`src/include/asc_pkg.sv`:
```
// Constants, register map and types for the converter sequence control block.
// Functional notes
// - Module-on bit enables the whole converter.
// - Idle-stop bit freezes converter during Idle.
// - Format field justifies and sign-extends results.
// - Code 111 uses internal sample counter.
// - Codes 010, 001, 000 select trigger.
// - Auto-start restarts sampling after each conversion.
// - Sampling bit shows sample/hold; both may change.
// - Done bit set on completion, hardware cleared.
// - Reference field selects positive and negative references.
// - Scan enable steps multiplexer A positive input.
// - Fill status shows which half converter fills.
// - Interrupt every (N+1)th sample/convert sequence.
// - Buffer mode splits buffer into halves.
// - Alternate mode swaps multiplexer B and A.
// - Conversion clock period is (select+1) cycles.
// - Auto sample time counts conversion clock periods.
package asc_pkg;
    localparam int ASC_ADDR_W = 8;
    localparam int ASC_RES_W = 10;
    localparam int ASC_BUF_DEPTH = 16;

    // Register byte offsets.
    localparam logic [7:0] ASC_OFF_CTRL1 = 8'h00;
    localparam logic [7:0] ASC_OFF_CTRL2 = 8'h04;
    localparam logic [7:0] ASC_OFF_CTRL3 = 8'h08;
    localparam logic [7:0] ASC_OFF_CHSEL = 8'h0c;
    localparam logic [7:0] ASC_OFF_SCAN = 8'h10;
    localparam logic [7:0] ASC_OFF_IRQST = 8'h14;
    localparam logic [7:0] ASC_OFF_IRQMSK = 8'h18;
    localparam logic [1:0] ASC_BUF_PAGE = 2'h1;

    // Writable bit masks; everything else reads as zero except the sampling, done and fill status bits.
    localparam logic [15:0] ASC_MASK_CTRL1 = 16'ha3e4;
    localparam logic [15:0] ASC_MASK_CTRL2 = 16'he43f;
    localparam logic [15:0] ASC_MASK_CTRL3 = 16'h9fff;
    localparam logic [15:0] ASC_MASK_CHSEL = 16'h8f8f;
    localparam logic [15:0] ASC_MASK_SCAN = 16'h9fff;

    // Primary control fields.
    localparam int ASC_B_ON = 15;
    localparam int ASC_B_IDLE = 13;
    localparam int ASC_B_FORM = 8;
    localparam int ASC_B_SRC = 5;
    localparam int ASC_B_AUTO_SAMPLE_START = 2;
    localparam int ASC_B_SAMPLING_BIT = 1;
    localparam int ASC_B_DONE = 0;
    // Reference and buffer control fields.
    localparam int ASC_B_VCFG = 13;
    localparam int ASC_B_SCAN = 10;
    localparam int ASC_B_BUFFER_FILL_STATUS = 7;
    localparam int ASC_B_RATE = 2;
    localparam int ASC_B_BUFFER_MODE = 1;
    localparam int ASC_B_ALTERNATE_SAMPLE_MODE = 0;
    // Timing and channel fields.
    localparam int ASC_B_SAMC = 8;
    localparam int ASC_B_ADCS = 0;
    localparam int ASC_B_NEGB = 15;
    localparam int ASC_B_POSB = 8;
    localparam int ASC_B_NEGA = 7;
    localparam int ASC_B_POSA = 0;
    // Interrupt status bits.
    localparam int ASC_IRQ_RATE = 0;
    localparam int ASC_IRQ_CONV = 1;
    localparam int ASC_IRQ_W = 2;

    localparam logic [1:0] ASC_RESP_OKAY = 2'b00;
    localparam logic [1:0] ASC_RESP_SLVERR = 2'b10;
    localparam logic [3:0] ASC_HALF_B = 4'h8;

    typedef enum logic [2:0] {
        ASC_TRIG_MANUAL = 3'b000,
        ASC_TRIG_EXT = 3'b001,
        ASC_TRIG_TIMER = 3'b010,
        ASC_TRIG_AUTO = 3'b111
    } asc_trig_e;

    typedef enum logic [1:0] {
        ASC_FMT_INT = 2'b00,
        ASC_FMT_SINT = 2'b01,
        ASC_FMT_FRAC = 2'b10,
        ASC_FMT_SFRAC = 2'b11
    } asc_fmt_e;

    typedef enum logic [1:0] {
        ASC_ST_HOLD = 2'b00,
        ASC_ST_SAMPLE = 2'b01,
        ASC_ST_CONVERT = 2'b10
    } asc_state_e;
endpackage

```
`src/hdl/asc_top.sv`:
```
// Converter sequence control with AXI4-Lite registers and result buffer.
`timescale 1ns/1ps
`default_nettype none
module asc_top (
    input wire logic sys_clk,
    input wire logic rst_b,
    input wire logic [asc_pkg::ASC_ADDR_W-1:0] s_axi_awaddr,
    input wire logic s_axi_awvalid,
    output logic s_axi_awready,
    input wire logic [31:0] s_axi_wdata,
    input wire logic [3:0] s_axi_wstrb,
    input wire logic s_axi_wvalid,
    output logic s_axi_wready,
    output logic [1:0] s_axi_bresp,
    output logic s_axi_bvalid,
    input wire logic s_axi_bready,
    input wire logic [asc_pkg::ASC_ADDR_W-1:0] s_axi_araddr,
    input wire logic s_axi_arvalid,
    output logic s_axi_arready,
    output logic [31:0] s_axi_rdata,
    output logic [1:0] s_axi_rresp,
    output logic s_axi_rvalid,
    input wire logic s_axi_rready,
    input wire logic idleMode,
    input wire logic timerCompareEvent,
    input wire logic externalInterruptPin,
    input wire logic convDone,
    input wire logic [asc_pkg::ASC_RES_W-1:0] convResult,
    output logic converterOn,
    output logic sampleHold,
    output logic convStart,
    output logic convClkTick,
    output logic refPosExternal,
    output logic refNegExternal,
    output logic [3:0] chanPos,
    output logic chanNegAlt,
    output logic irq
);
    import asc_pkg::*;

    // Merge a bus write into the low half-word of a register.
    function automatic logic [15:0] mergeWrite(input logic [15:0] old, input logic [31:0] d,
                                               input logic [3:0] s, input logic [15:0] m);
        logic [15:0] v;
        v = old;
        if (s[0]) begin
            v[7:0] = d[7:0];
        end
        if (s[1]) begin
            v[15:8] = d[15:8];
        end
        return v & m;
    endfunction

    // Next scan channel after cur whose select bit is set; stays put if none.
    function automatic logic [3:0] nextScan(input logic [3:0] cur, input logic [15:0] m);
        logic [3:0] c;
        logic found;
        c = cur;
        found = 1'b0;
        for (int i = 1; i <= ASC_BUF_DEPTH; i++) begin
            if (!found && m[4'(cur + 4'(i))]) begin
                c = 4'(cur + 4'(i));
                found = 1'b1;
            end
        end
        return c;
    endfunction

    // Present a raw result in one of the four layouts.
    function automatic logic [15:0] formatResult(input logic [9:0] r, input logic [1:0] f);
        logic [15:0] v;
        unique case (f)
            ASC_FMT_INT: v = {6'h00, r};
            ASC_FMT_SINT: v = {{6{~r[9]}}, ~r[9], r[8:0]};
            ASC_FMT_FRAC: v = {r, 6'h00};
            ASC_FMT_SFRAC: v = {~r[9], r[8:0], 6'h00};
        endcase
        return v;
    endfunction

    logic awHeld;
    logic wHeld;
    logic [ASC_ADDR_W-1:0] awAddr;
    logic [31:0] wData;
    logic [3:0] wStrb;
    logic [15:0] ctrl1;
    logic [15:0] ctrl2;
    logic [15:0] ctrl3;
    logic [15:0] chSel;
    logic [15:0] scanSel;
    logic [ASC_IRQ_W-1:0] irqStatus;
    logic [ASC_IRQ_W-1:0] irqMask;
    logic doneBit;
    logic bufFill;
    logic [3:0] bufPtr;
    logic [3:0] seqCount;
    logic [3:0] scanChan;
    logic useMuxB;
    logic [7:0] tadCount;
    logic [4:0] sampleCount;
    logic extPrev;
    asc_state_e state;
    logic [15:0] resultBuf [ASC_BUF_DEPTH];

    // Write path: address and data are latched separately, in either order.
    wire wrFire = awHeld && wHeld && !s_axi_bvalid;
    wire [7:0] wrAddr = awAddr;
    wire wrCtrl1 = wrFire && wrAddr == ASC_OFF_CTRL1;
    wire wrCtrl2 = wrFire && wrAddr == ASC_OFF_CTRL2;
    wire wrCtrl3 = wrFire && wrAddr == ASC_OFF_CTRL3;
    wire wrChSel = wrFire && wrAddr == ASC_OFF_CHSEL;
    wire wrScan = wrFire && wrAddr == ASC_OFF_SCAN;
    wire wrIrqSt = wrFire && wrAddr == ASC_OFF_IRQST;
    wire wrIrqMsk = wrFire && wrAddr == ASC_OFF_IRQMSK;
    wire wrHit = wrCtrl1 || wrCtrl2 || wrCtrl3 || wrChSel || wrScan || wrIrqSt || wrIrqMsk;
    wire wrCtrl1Lo = wrCtrl1 && wStrb[0];

    // Field views of the control registers.
    wire moduleOn = ctrl1[ASC_B_ON];
    wire idleStop = ctrl1[ASC_B_IDLE];
    wire [1:0] resultFormat = ctrl1[ASC_B_FORM +: 2];
    wire [2:0] triggerSource = ctrl1[ASC_B_SRC +: 3];
    wire autoSampleStart = ctrl1[ASC_B_AUTO_SAMPLE_START];
    wire [2:0] referenceSelect = ctrl2[ASC_B_VCFG +: 3];
    wire scanEnable = ctrl2[ASC_B_SCAN];
    wire [3:0] interruptRate = ctrl2[ASC_B_RATE +: 4];
    wire bufferMode = ctrl2[ASC_B_BUFFER_MODE];
    wire alternateSampleMode = ctrl2[ASC_B_ALTERNATE_SAMPLE_MODE];
    wire [4:0] autoSampleCount = ctrl3[ASC_B_SAMC +: 5];
    wire [7:0] conversionClockSelect = ctrl3[ASC_B_ADCS +: 8];

    // Off clears the sequence; idle-stop only freezes it so it resumes in place.
    wire halted = idleStop && idleMode;
    wire running = moduleOn && !halted;
    // Off forces the sampling bit low at once, ahead of the state register.
    wire samplingBit = moduleOn && state == ASC_ST_SAMPLE;
    // Sampling writes use the held word; the bus may have moved on.
    wire swSetSamp = wrCtrl1Lo && wData[ASC_B_SAMPLING_BIT];
    wire swClrSamp = wrCtrl1Lo && !wData[ASC_B_SAMPLING_BIT];

    // Conversion clock: one tick every select+1 system cycles.
    wire tadTick = running && tadCount >= conversionClockSelect;
    wire extRise = externalInterruptPin && !extPrev;
    wire autoEnd = sampleCount >= autoSampleCount;

    // Trigger that ends sampling; reserved codes never end it by hardware.
    wire endTrigger = (triggerSource == ASC_TRIG_AUTO) ? autoEnd :
                      (triggerSource == ASC_TRIG_TIMER) ? timerCompareEvent :
                      (triggerSource == ASC_TRIG_EXT) ? extRise :
                      (triggerSource == ASC_TRIG_MANUAL) ? swClrSamp : 1'b0;
    wire startConv = running && samplingBit && endTrigger;
    wire abortSample = running && samplingBit && !endTrigger && swClrSamp;
    wire startSample = running && state == ASC_ST_HOLD && (autoSampleStart || swSetSamp);
    wire finishConv = running && state == ASC_ST_CONVERT && convDone;
    wire rateHit = finishConv && seqCount == interruptRate;

    // Next state of the sample/convert sequence.
    wire asc_state_e next_state = !moduleOn ? ASC_ST_HOLD :
                                  startSample ? ASC_ST_SAMPLE :
                                  startConv ? ASC_ST_CONVERT :
                                  abortSample ? ASC_ST_HOLD :
                                  finishConv ? (autoSampleStart ? ASC_ST_SAMPLE : ASC_ST_HOLD)
                                  : state;

    // Buffer pointer steps within the active half in split mode.
    wire splitMode = bufferMode;
    wire next_bufFill = splitMode ? ~bufFill : 1'b0;
    wire [3:0] stepPtr = splitMode ? {bufPtr[3], 3'(bufPtr[2:0] + 3'h1)} : 4'(bufPtr + 4'h1);
    wire [3:0] next_bufPtr = rateHit ? (next_bufFill ? ASC_HALF_B : 4'h0) : stepPtr;
    wire [3:0] firstScan = nextScan(4'hf, scanSel);

    // Channel presented to the sample/hold.
    wire [3:0] posA = scanEnable ? scanChan : chSel[ASC_B_POSA +: 4];
    assign chanPos = useMuxB ? chSel[ASC_B_POSB +: 4] : posA;
    assign chanNegAlt = useMuxB ? chSel[ASC_B_NEGB] : chSel[ASC_B_NEGA];
    assign refPosExternal = !referenceSelect[2] && referenceSelect[0];
    assign refNegExternal = !referenceSelect[2] && referenceSelect[1];
    assign converterOn = moduleOn;
    assign sampleHold = samplingBit;
    assign convStart = startConv;
    assign convClkTick = tadTick;

    // Read decode.
    wire [7:0] rdAddr = s_axi_araddr;
    wire rdBuf = rdAddr[7:6] == ASC_BUF_PAGE;
    wire [15:0] ctrl1View = {ctrl1[15:2], samplingBit, doneBit};
    wire [15:0] ctrl2View = {ctrl2[15:8], bufFill, ctrl2[6:0]};
    wire [15:0] rdWord = rdBuf ? resultBuf[rdAddr[5:2]] :
                         rdAddr == ASC_OFF_CTRL1 ? ctrl1View :
                         rdAddr == ASC_OFF_CTRL2 ? ctrl2View :
                         rdAddr == ASC_OFF_CTRL3 ? ctrl3 :
                         rdAddr == ASC_OFF_CHSEL ? chSel :
                         rdAddr == ASC_OFF_SCAN ? scanSel :
                         rdAddr == ASC_OFF_IRQST ? 16'(irqStatus) :
                         rdAddr == ASC_OFF_IRQMSK ? 16'(irqMask) : 16'h0000;
    wire rdHit = rdBuf || rdAddr == ASC_OFF_CTRL1 || rdAddr == ASC_OFF_CTRL2 ||
                 rdAddr == ASC_OFF_CTRL3 || rdAddr == ASC_OFF_CHSEL || rdAddr == ASC_OFF_SCAN ||
                 rdAddr == ASC_OFF_IRQST || rdAddr == ASC_OFF_IRQMSK;

    // Ready is low while a channel's item is held, so at most one write is open.
    assign s_axi_awready = !awHeld;
    assign s_axi_wready = !wHeld;
    assign s_axi_arready = !s_axi_rvalid;

    // Interrupt events; a hardware set wins over a write-one-to-clear.
    wire [ASC_IRQ_W-1:0] irqEvents = {finishConv, rateHit};
    wire [ASC_IRQ_W-1:0] irqClear = wrIrqSt && wStrb[0] ? wData[ASC_IRQ_W-1:0] : '0;
    assign irq = |(irqStatus & irqMask);

    // Write channel capture.
    always_ff @(posedge sys_clk) begin
        if (!rst_b) begin
            awHeld <= 1'b0;
            wHeld <= 1'b0;
            awAddr <= '0;
            wData <= 32'h0000_0000;
            wStrb <= 4'h0;
        end else begin
            if (s_axi_awvalid && !awHeld) begin
                awHeld <= 1'b1;
                awAddr <= s_axi_awaddr;
            end else if (wrFire) begin
                awHeld <= 1'b0;
            end
            if (s_axi_wvalid && !wHeld) begin
                wHeld <= 1'b1;
                wData <= s_axi_wdata;
                wStrb <= s_axi_wstrb;
            end else if (wrFire) begin
                wHeld <= 1'b0;
            end
        end
    end

    // Write and read responses.
    always_ff @(posedge sys_clk) begin
        if (!rst_b) begin
            s_axi_bvalid <= 1'b0;
            s_axi_bresp <= ASC_RESP_OKAY;
            s_axi_rvalid <= 1'b0;
            s_axi_rresp <= ASC_RESP_OKAY;
            s_axi_rdata <= 32'h0000_0000;
        end else begin
            if (wrFire) begin
                s_axi_bvalid <= 1'b1;
                s_axi_bresp <= wrHit ? ASC_RESP_OKAY : ASC_RESP_SLVERR;
            end else if (s_axi_bready) begin
                s_axi_bvalid <= 1'b0;
            end
            if (s_axi_arvalid && !s_axi_rvalid) begin
                s_axi_rvalid <= 1'b1;
                s_axi_rdata <= {16'h0000, rdWord};
                s_axi_rresp <= rdHit ? ASC_RESP_OKAY : ASC_RESP_SLVERR;
            end else if (s_axi_rready) begin
                s_axi_rvalid <= 1'b0;
            end
        end
    end

    // Software-owned control registers.
    always_ff @(posedge sys_clk) begin
        if (!rst_b) begin
            ctrl1 <= 16'h0000;
            ctrl2 <= 16'h0000;
            ctrl3 <= 16'h0000;
            chSel <= 16'h0000;
            scanSel <= 16'h0000;
            irqMask <= '0;
        end else begin
            if (wrCtrl1) begin
                ctrl1 <= mergeWrite(ctrl1, wData, wStrb, ASC_MASK_CTRL1);
            end
            if (wrCtrl2) begin
                ctrl2 <= mergeWrite(ctrl2, wData, wStrb, ASC_MASK_CTRL2);
            end
            if (wrCtrl3) begin
                ctrl3 <= mergeWrite(ctrl3, wData, wStrb, ASC_MASK_CTRL3);
            end
            if (wrChSel) begin
                chSel <= mergeWrite(chSel, wData, wStrb, ASC_MASK_CHSEL);
            end
            if (wrScan) begin
                scanSel <= mergeWrite(scanSel, wData, wStrb, ASC_MASK_SCAN);
            end
            if (wrIrqMsk && wStrb[0]) begin
                irqMask <= wData[ASC_IRQ_W-1:0];
            end
        end
    end

    // Sticky status and done bit; the hardware set takes priority over a write so it wins.
    always_ff @(posedge sys_clk) begin
        if (!rst_b) begin
            irqStatus <= '0;
            doneBit <= 1'b0;
        end else begin
            irqStatus <= (irqStatus & ~irqClear) | irqEvents;
            if (finishConv) begin
                doneBit <= 1'b1;
            end else if (startConv) begin
                doneBit <= 1'b0;
            end else if (wrCtrl1Lo) begin
                doneBit <= wData[ASC_B_DONE];
            end
        end
    end

    // Timing counters for the conversion clock and the automatic sample time.
    always_ff @(posedge sys_clk) begin
        if (!rst_b) begin
            tadCount <= 8'h00;
            sampleCount <= 5'h00;
            extPrev <= 1'b0;
        end else begin
            extPrev <= externalInterruptPin;
            if (!moduleOn || tadTick) begin
                tadCount <= 8'h00;
            end else if (running) begin
                tadCount <= 8'(tadCount + 8'h01);
            end
            if (!samplingBit || !moduleOn) begin
                sampleCount <= 5'h00;
            end else if (tadTick && !autoEnd) begin
                sampleCount <= 5'(sampleCount + 5'h01);
            end
        end
    end

    // Sequence state, buffer filling and multiplexer stepping.
    always_ff @(posedge sys_clk) begin
        if (!rst_b) begin
            state <= ASC_ST_HOLD;
            bufPtr <= 4'h0;
            bufFill <= 1'b0;
            seqCount <= 4'h0;
            scanChan <= 4'h0;
            useMuxB <= 1'b0;
        end else begin
            state <= next_state;
            if (!moduleOn) begin
                bufPtr <= 4'h0;
                bufFill <= 1'b0;
                seqCount <= 4'h0;
                scanChan <= firstScan;
                useMuxB <= 1'b0;
            end else if (finishConv) begin
                bufPtr <= next_bufPtr;
                seqCount <= rateHit ? 4'h0 : 4'(seqCount + 4'h1);
                if (rateHit) begin
                    bufFill <= next_bufFill;
                end
                if (rateHit) begin
                    scanChan <= firstScan;
                end else if (!useMuxB) begin
                    scanChan <= nextScan(scanChan, scanSel);
                end
                useMuxB <= alternateSampleMode && !rateHit && !useMuxB;
            end
        end
    end

    // Result buffer store in the selected format.
    always_ff @(posedge sys_clk) begin
        if (finishConv) begin
            resultBuf[bufPtr] <= formatResult(convResult, resultFormat);
        end
    end
endmodule
`default_nettype wire

```
`config.mk`:
```
export PLATFORM = sky130hd
export DESIGN_NAME = asc_top
export DESIGN_NICKNAME = d
export VERILOG_FILES = /design/src/include/asc_pkg.sv /design/src/hdl/asc_top.sv
export SDC_FILE = /design/constraint.sdc
export NUM_CORES = 1
export LEC_CHECK = 0
export BUFFER_PORTS_ARGS = -buffer_cell sky130_fd_sc_hd__buf_2
export CAP_MARGIN = 20
export CORE_ASPECT_RATIO = 1.75
export CORE_MARGIN = 4
export CORE_UTILIZATION = 32
export CTS_BUF_LIST = sky130_fd_sc_hd__clkbuf_8
export CTS_CLUSTER_SIZE = 10
export DETAILED_ROUTE_END_ITERATION = 16
export GPL_TIMING_DRIVEN = 0
export SETUP_SLACK_MARGIN = 0.3
export SYNTH_ARGS = -nofsm -noshare
export SYNTH_HDL_FRONTEND = slang
export SYNTH_SLANG_ARGS = --single-unit
```
`constraint.sdc`:
```
create_clock -name sys_clk -period 4.4 [get_ports sys_clk]
set_input_delay 0.88 -clock sys_clk [delete_from_list [all_inputs] [get_ports sys_clk]]
set_output_delay 0.88 -clock sys_clk [all_outputs]
set_load 0.03 [all_outputs]
```
; Word level (Yosys, flattened, before mapping)
; Memory sizes are Yosys's and may differ from the RTL's.
; Index checks and enable logic that the tools add are counted.
[totals]
reg_bits = 141
ram_bits = 256
inputBits = 73
output_inout_bits = 53
elab_cells = 471
memories = 1
[op_classes]
n_addsub = 20
order_cmp = 18
n_eq_ne = 27
n_mux = 211
bitwise_logic = 8
reduce_logical = 152
[memory_table]
columns = memory, words, word_bits, read_ports, rd_ports_with_merged_regs, write_ports, line
row1 = resultBuf, 16, 16, 1, 0, 1, asc_top.sv:104  ; logic [15:0] resultBuf [ASC_BUF_DEPTH];
[ops]
columns = op, count
row1 = 4-bit two-way mux, 40
row2 = 1-bit two-way mux, 139
row3 = 16-bit two-way mux, 7
row4 = "4-bit by 5-bit < comparator with 1-bit output, second input constant", 16
row5 = 1-bit binary-select mux with 4-bit select, 16
row6 = 1-bit logical AND, 64
row7 = 16-bit one-hot mux with 4 select lines, 1
row8 = "8-bit by 5-bit equality test with 1-bit output, second input constant", 6
row9 = 1-bit logical NOT, 42
row10 = "4-bit adder, second input constant", 8
row11 = "8-bit by 4-bit equality test with 1-bit output, second input constant", 4
row12 = 2-bit AND reduction, 13
row13 = "17-bit by 1-bit != test with 1-bit output, second input constant", 1
row14 = "4-bit by 3-bit adder with 4-bit output, second input constant", 4
row15 = "8-bit by 3-bit equality test with 1-bit output, second input constant", 2
row16 = 8-bit logical NOT, 2
row17 = 1-bit logical OR, 16
row18 = 2-bit two-way mux, 8
row19 = "4-bit by 1-bit adder with 4-bit output, second input constant", 3
row20 = "4-bit by 2-bit adder with 4-bit output, second input constant", 2
row21 = "8-bit by 1-bit adder with 8-bit output, second input constant", 1
row22 = 8-bit >= comparator, 1
row23 = 2-bit nonzero test, 4
row24 = "2-bit by 1-bit equality test with 1-bit output, second input constant", 3
row25 = other kinds (22), 33

; Logic depth before layout (Yosys ltp)
[depth]
depth_word = 129
ltp_mapped = 15
depth_no_buf = 12

; Worst setup path after synthesis
; Ideal clock, no wire load.
[synth_timing]
path_type = reg-to-output
start = reg wHeld
end = out convStart
t_arrival_ns = 3.404
t_required_ns = 3.520
slack_ns = 0.116
path_stages_with_launch = 10
n_path_buf = 1
path_cell_list = dfxtp_1 -> inv_1 -> or3_1 -> or3_1 -> clkbuf_1 -> nor4_4 -> or3b_2 -> a21oi_1 -> nor3_1 -> a211oi_1
[synth_via]
elab_chain_len = 10
[synth_lines]
columns = item, line
row1 = start: declaration, asc_top.sv:83  ; logic wHeld;
row2 = start signal: assignment, asc_top.sv:215  ; wHeld <= 1'b0;
row3 = start signal: assignment, asc_top.sv:227  ; wHeld <= 1'b1;
row4 = start signal: assignment, asc_top.sv:231  ; wHeld <= 1'b0;
row5 = 1-bit logical AND (2 in series), asc_top.sv:107  ; wire wrFire = awHeld && wHeld && !s_axi_bvalid;
row6 = 1-bit logical AND, asc_top.sv:109  ; wire wrCtrl1 = wrFire && wrAddr == ASC_OFF_CTRL1;
row7 = 1-bit logical AND, asc_top.sv:117  ; wire wrCtrl1Lo = wrCtrl1 && wStrb[0];
row8 = 1-bit logical AND, asc_top.sv:140  ; wire swClrSamp = wrCtrl1Lo && !wData[ASC_B_SAMPLING_BIT];
row9 = 1-bit two-way mux, asc_top.sv:151  ; (triggerSource == ASC_TRIG_MANUAL) ? swClrSamp : 1'b0;
row10 = 1-bit two-way mux, asc_top.sv:150  ; (triggerSource == ASC_TRIG_EXT) ? extRise :
row11 = 1-bit two-way mux, asc_top.sv:149  ; (triggerSource == ASC_TRIG_TIMER) ? timerCompareEvent :
row12 = 1-bit two-way mux, asc_top.sv:148  ; wire endTrigger = (triggerSource == ASC_TRIG_AUTO) ? autoEnd :
row13 = 1-bit logical AND, asc_top.sv:152  ; wire startConv = running && samplingBit && endTrigger;
row14 = end: declaration, asc_top.sv:31  ; output logic convStart,
; No other way between the ends.

; Worst setup path in the final report
[layout_timing]
start = reg scanChan[0]
end = reg scanChan[3]
[layout_via]
elab_chain_len = 125
word_cells_on_any_way = 190
classes_between = 15 x add/sub / 2 x eq/ne / 142 x mux / 31 x reduce/logical
[layout_lines]
columns = item, line
row1 = start: declaration, asc_top.sv:98  ; logic [3:0] scanChan;
row2 = start signal: assignment, asc_top.sv:345  ; scanChan <= firstScan;
row3 = start signal: assignment, asc_top.sv:354  ; scanChan <= firstScan;
row4 = start signal: assignment, asc_top.sv:356  ; scanChan <= nextScan(scanChan, scanSel);
row5 = 4-bit by 1-bit adder with 4-bit output, "asc_top.sv:62, asc_top.sv:63"
row6 = 1-bit binary-select mux with 4-bit select, asc_top.sv:62  ; if (!found && m[4'(cur + 4'(i))]) begin
row7 = 1-bit two-way mux (implied by the code), asc_top.sv:62
row8 = 1-bit two-way mux, asc_top.sv:62
row9 = 1-bit two-way mux, asc_top.sv:355  ; end else if (!useMuxB) begin
row10 = 1-bit two-way mux, asc_top.sv:353  ; if (rateHit) begin
row11 = 1-bit two-way mux, asc_top.sv:347  ; end else if (finishConv) begin
row12 = 1-bit two-way mux, asc_top.sv:341  ; if (!moduleOn) begin
row13 = (+109 left out), --
row14 = 1-bit two-way mux, asc_top.sv:353
row15 = 1-bit two-way mux, asc_top.sv:347
row16 = 1-bit two-way mux, asc_top.sv:341
row17 = 1-bit two-way mux, asc_top.sv:332  ; if (!rst_b) begin
row18 = 1-bit logical NOT, asc_top.sv:62
row19 = 1-bit logical AND, asc_top.sv:62
row20 = 3-bit != test (no line), --
row21 = 4-bit AND reduction (no line), --
; Parallel ways exist; a longest one is shown, timed or not. The select of a mux whose other input is x is not followed.
; A chain may end at the register's enable or synchronous reset.

==> metrics.log <==
INFO  metric outcome = completed
INFO  metric critical_path.max_fanout = 10
INFO  metric min_period_over_period = 0.9380
INFO  metric via_count_of_the_first_global_routing_pass = 13,448
INFO  metric placement.setup.worst_slack = -618.4 ps
INFO  metric cts.clk_slew.worst_paths = 70 ps
INFO  metric power_density = 342.5 nW/um^2
INFO  metric start_util = 0.3231
INFO  metric cp.required = 4920 ps
INFO  metric multi_input_area = 8016 sq um
INFO  metric synthesis.instances = 1,458
INFO  metric finalHoldViolations = 0
INFO  metric via_count = 13,215
INFO  metric later_pin_clock_latency_in_the_skew_report = 640 ps
INFO  metric timing.reg2reg.worst_path_depth = 14
INFO  metric fp.dieW = 191.3 um
INFO  metric finish.net_count = 1,774
INFO  metric actual_transition_at_the_worst_max_transition_pin = 1021 ps
INFO  metric synth.largest_area_cell = edfxtp_1
INFO  metric yosysWarnings = 0
INFO  metric drv_slew = 0
INFO  metric count_of_placed_standard_cells_in_the_final_layout_fillers_left_out = 2,495
INFO  metric synth_ff_type = edfxtp_1
INFO  metric rr_startpoint = scanChan[0]
INFO  metric grt_total_ovfl = 0
INFO  metric global_route.usage.total = 0.1864
INFO  metric fin_worst_skew = 49.46 ps
INFO  metric regToRegEndpoint = scanChan[3]
INFO  metric placement.io_buffers = 84
INFO  metric most-common-layout-cells = edfxtp_1, dfxtp_1, nand2_1
INFO  metric synth_enable_flop_cells = 256
INFO  metric drtAntennaViolNets = 0
INFO  metric cts.root.buffer_cell = clkbuf_8
INFO  metric yosys-top-cells-area = edfxtp_1, dfxtp_1, mux4_2
INFO  metric post_drt_wl_per_cell = 23.97 um
INFO  metric period_minus_slack = 4127 ps
INFO  metric drive_gt1_frac = 0.2570
INFO  metric finalInstanceArea = 22,460 sq um
INFO  metric cp.arrival = 4640 ps
INFO  metric drc = 0
INFO  metric fp.dieH = 328.9 um
INFO  metric synth_async_sr_flop_share = 0
INFO  metric ff2ff_setup_slack = 270 ps
INFO  metric critical_path_class = reg2reg
INFO  metric routabilityCongestion = 0.9546
INFO  metric cts_made_buffers = 57
INFO  metric cellLeakagePower = 0.007785 uW
INFO  metric dp.final_hpwl = 45,210 um
INFO  metric timing.max_cap.violations = 0
INFO  metric timing.slew.headroom = 0.3145
INFO  metric critPathLaunch = scanChan[0]
INFO  metric worst_setup_path_start_kind = flop
INFO  metric die-area = 62,920 sq um
INFO  metric synthDominantCellAreaShare = 0.4084
INFO  metric area_growth = 19.32%
INFO  metric synth_sequential_area_ratio = 0.5562
INFO  metric largest_net_degree_at_the_start_of_global_routing = 17
INFO  metric global_route_wire_length_before_repair = 86,660 um
INFO  metric vdd.ir_drop.worst = 219.0 uV
INFO  metric slowest_stage = or4_4
INFO  metric worst_hold_path_type = in2reg
INFO  metric tritoncts = yes
INFO  metric grt_setup_unrepaired = true
INFO  metric achievable-frequency = 242.3 MHz
INFO  metric crit_path_end_kind = flop
INFO  metric register_area = 10,490 sq um
INFO  metric setup_viol = 0
INFO  metric mappedNetlistArea = 18,820 sq um
INFO  metric placement_row_count = 117
INFO  metric detail_route.vias_per_cell = 5.297
INFO  metric clock_path_buffers = 3
INFO  metric critical_path.endpoint = scanChan[3]
INFO  metric layout.core_utilization = 0.3855
INFO  metric clock_tree.htree_level_count = 2
INFO  metric fillCellCount = 5,671
INFO  metric drt_pass1_iterations = 5
INFO  metric setup_slack = 272.7 ps
INFO  metric synthDistinctLibCells = 84
INFO  metric initialDrtViolationCount = 927
INFO  metric postRouteWirelength = 59,800 um
INFO  metric floorplan.core_area = 58,260 sq um
INFO  metric mostFrequentLayoutCell = edfxtp_1
INFO  metric antenna_found_initial = 4
INFO  metric post_cts_hold_buffer_count = 0
INFO  metric critical-path-max-stage-delay = 590 ps
INFO  metric numClockSinks = 395
INFO  metric dp.cells = 2,357
INFO  metric ys_seq_elements = 395
INFO  metric boundary_pin_count = 126
INFO  metric timing.critical_path.cells = buf_12 -> clkinvlp_4 -> ha_4 -> buf_12 -> clkinvlp_4 -> a31o_4 -> mux4_2 -> nor4b_4 -> nand4_4 -> or4_4 -> nand2_1 -> nand2_1 -> and3_1 -> a32o_1
INFO  metric power.total = 7693 uW
INFO  metric per_instance_average_area_after_synthesis = 12.91 sq um
INFO  metric dpl_cell_area = 20,800 sq um
==> worst min path at each step <==
stage | depth (start not counted) | end | slack (ps) | from
global route | 3 | awHeld | 450 | s_axi_awvalid
detailed placement | 2 | awHeld | 480 | awHeld
CTS | 3 | awHeld | 410 | s_axi_awvalid
floorplan | 2 | wData[14] | 440 | wData[14]
finish | 3 | awHeld | 440 | s_axi_awvalid
global placement | 2 | irqStatus[0] | 480 | irqStatus[0]
==> worst max-delay path, delay by kind of cell (launching register included) <==
family	cells	cell delay, ps
and+or+nand+nor	6	1550
buffers and inverters	4	620
muxes	1	540
AOI/OAI and AO/OA	2	520
DFF	1	410
adders and majority gates	1	350
==> routing by layer <==
metal  routed length [um]  track usage  up-vias
met5                    0            0        -
met4                 4547       0.1208        0
met3                 3015      0.02803      183
met2                32440       0.3531      494
met1                19800       0.1855     6618
li1                     -            -     5920
==> cell usage after synthesis (14+ instances only) <==
cell	number
nor2b_1	87
mux4_2	98
nand2_1	121
buf_4	18
dfxtp_1	139
edfxtp_1	256
mux2i_1	90
a221oi_1	18
a21boi_0	24
mux2_2	14
a21oi_1	47
o21ai_0	52
inv_1	31
ha_1	28
nor2_1	89
nand3_1	17
a21o_1	15
nor3_1	22
nand2b_1	18
clkbuf_1	64
==> report_power, final <==
group | total (uW) | leakage (uW) | internal [uW] | switching [uW]
Sequential | 3990 | 0.00348 | 3960 | 35.0
Clock | 2990 | 0.000657 | 1540 | 1450
Combinational | 709 | 0.00364 | 288 | 422
Total | 7690 | 0.00778 | 5790 | 1910
==> layout make-up <==
class,count,share of cell area
sequential,395,0.4669
inverter,32,0.005961
antenna,2,0.0002228
tap,773,0.04306
clock inverter,45,0.01460
buffer,107,0.02518
clock buffer,61,0.03738
multi-input combinational,941,0.3569
timing repair buffer,139,0.04980
==> stage by stage <==
stage               setup TNS (ps)  hold WS [ps]
global placement           -118100         478.0
detailed placement           -2483         484.9
finish                           0         444.8
floorplan                        0         443.1
global route                     0         445.2
CTS                              0         409.2
==> timing repair <==
item                                   4_1_cts  5_1_grt
setup endpoints to repair                    9        6
endpoints found under the hold margin        0        0
setup buffers                               14       14
pin swaps                                    8        5
resized for setup                           40       22
==> flip-flops by register name, summed over array words and instances, names as in the netlist, 4 cells and up <==
name,count
s_axi_rdata,16
resultBuf,256
awAddr,8
bufPtr,4
scanChan,4
scanSel,14
seqCount,4
sampleCount,5
ctrl3,14
chSel,10
ctrl2,10
wData,16
tadCount,8
ctrl1,8
==> kinds of logic after synthesis <==
family | after synthesis | synth area share
buffers and inverters | 139 | 0.03330
XOR/XNOR | 25 | 0.01163
flip-flops | 395 | 0.5562
adder cells (fa/ha/maj) | 28 | 0.01861
multiplexers | 206 | 0.1777
AND/OR/NAND/NOR | 431 | 0.1190
AO/OA/AOI/OAI | 233 | 0.08329
other | 1 | 0.0001992
No activity file was read; power rests on OpenSTA's default activity.
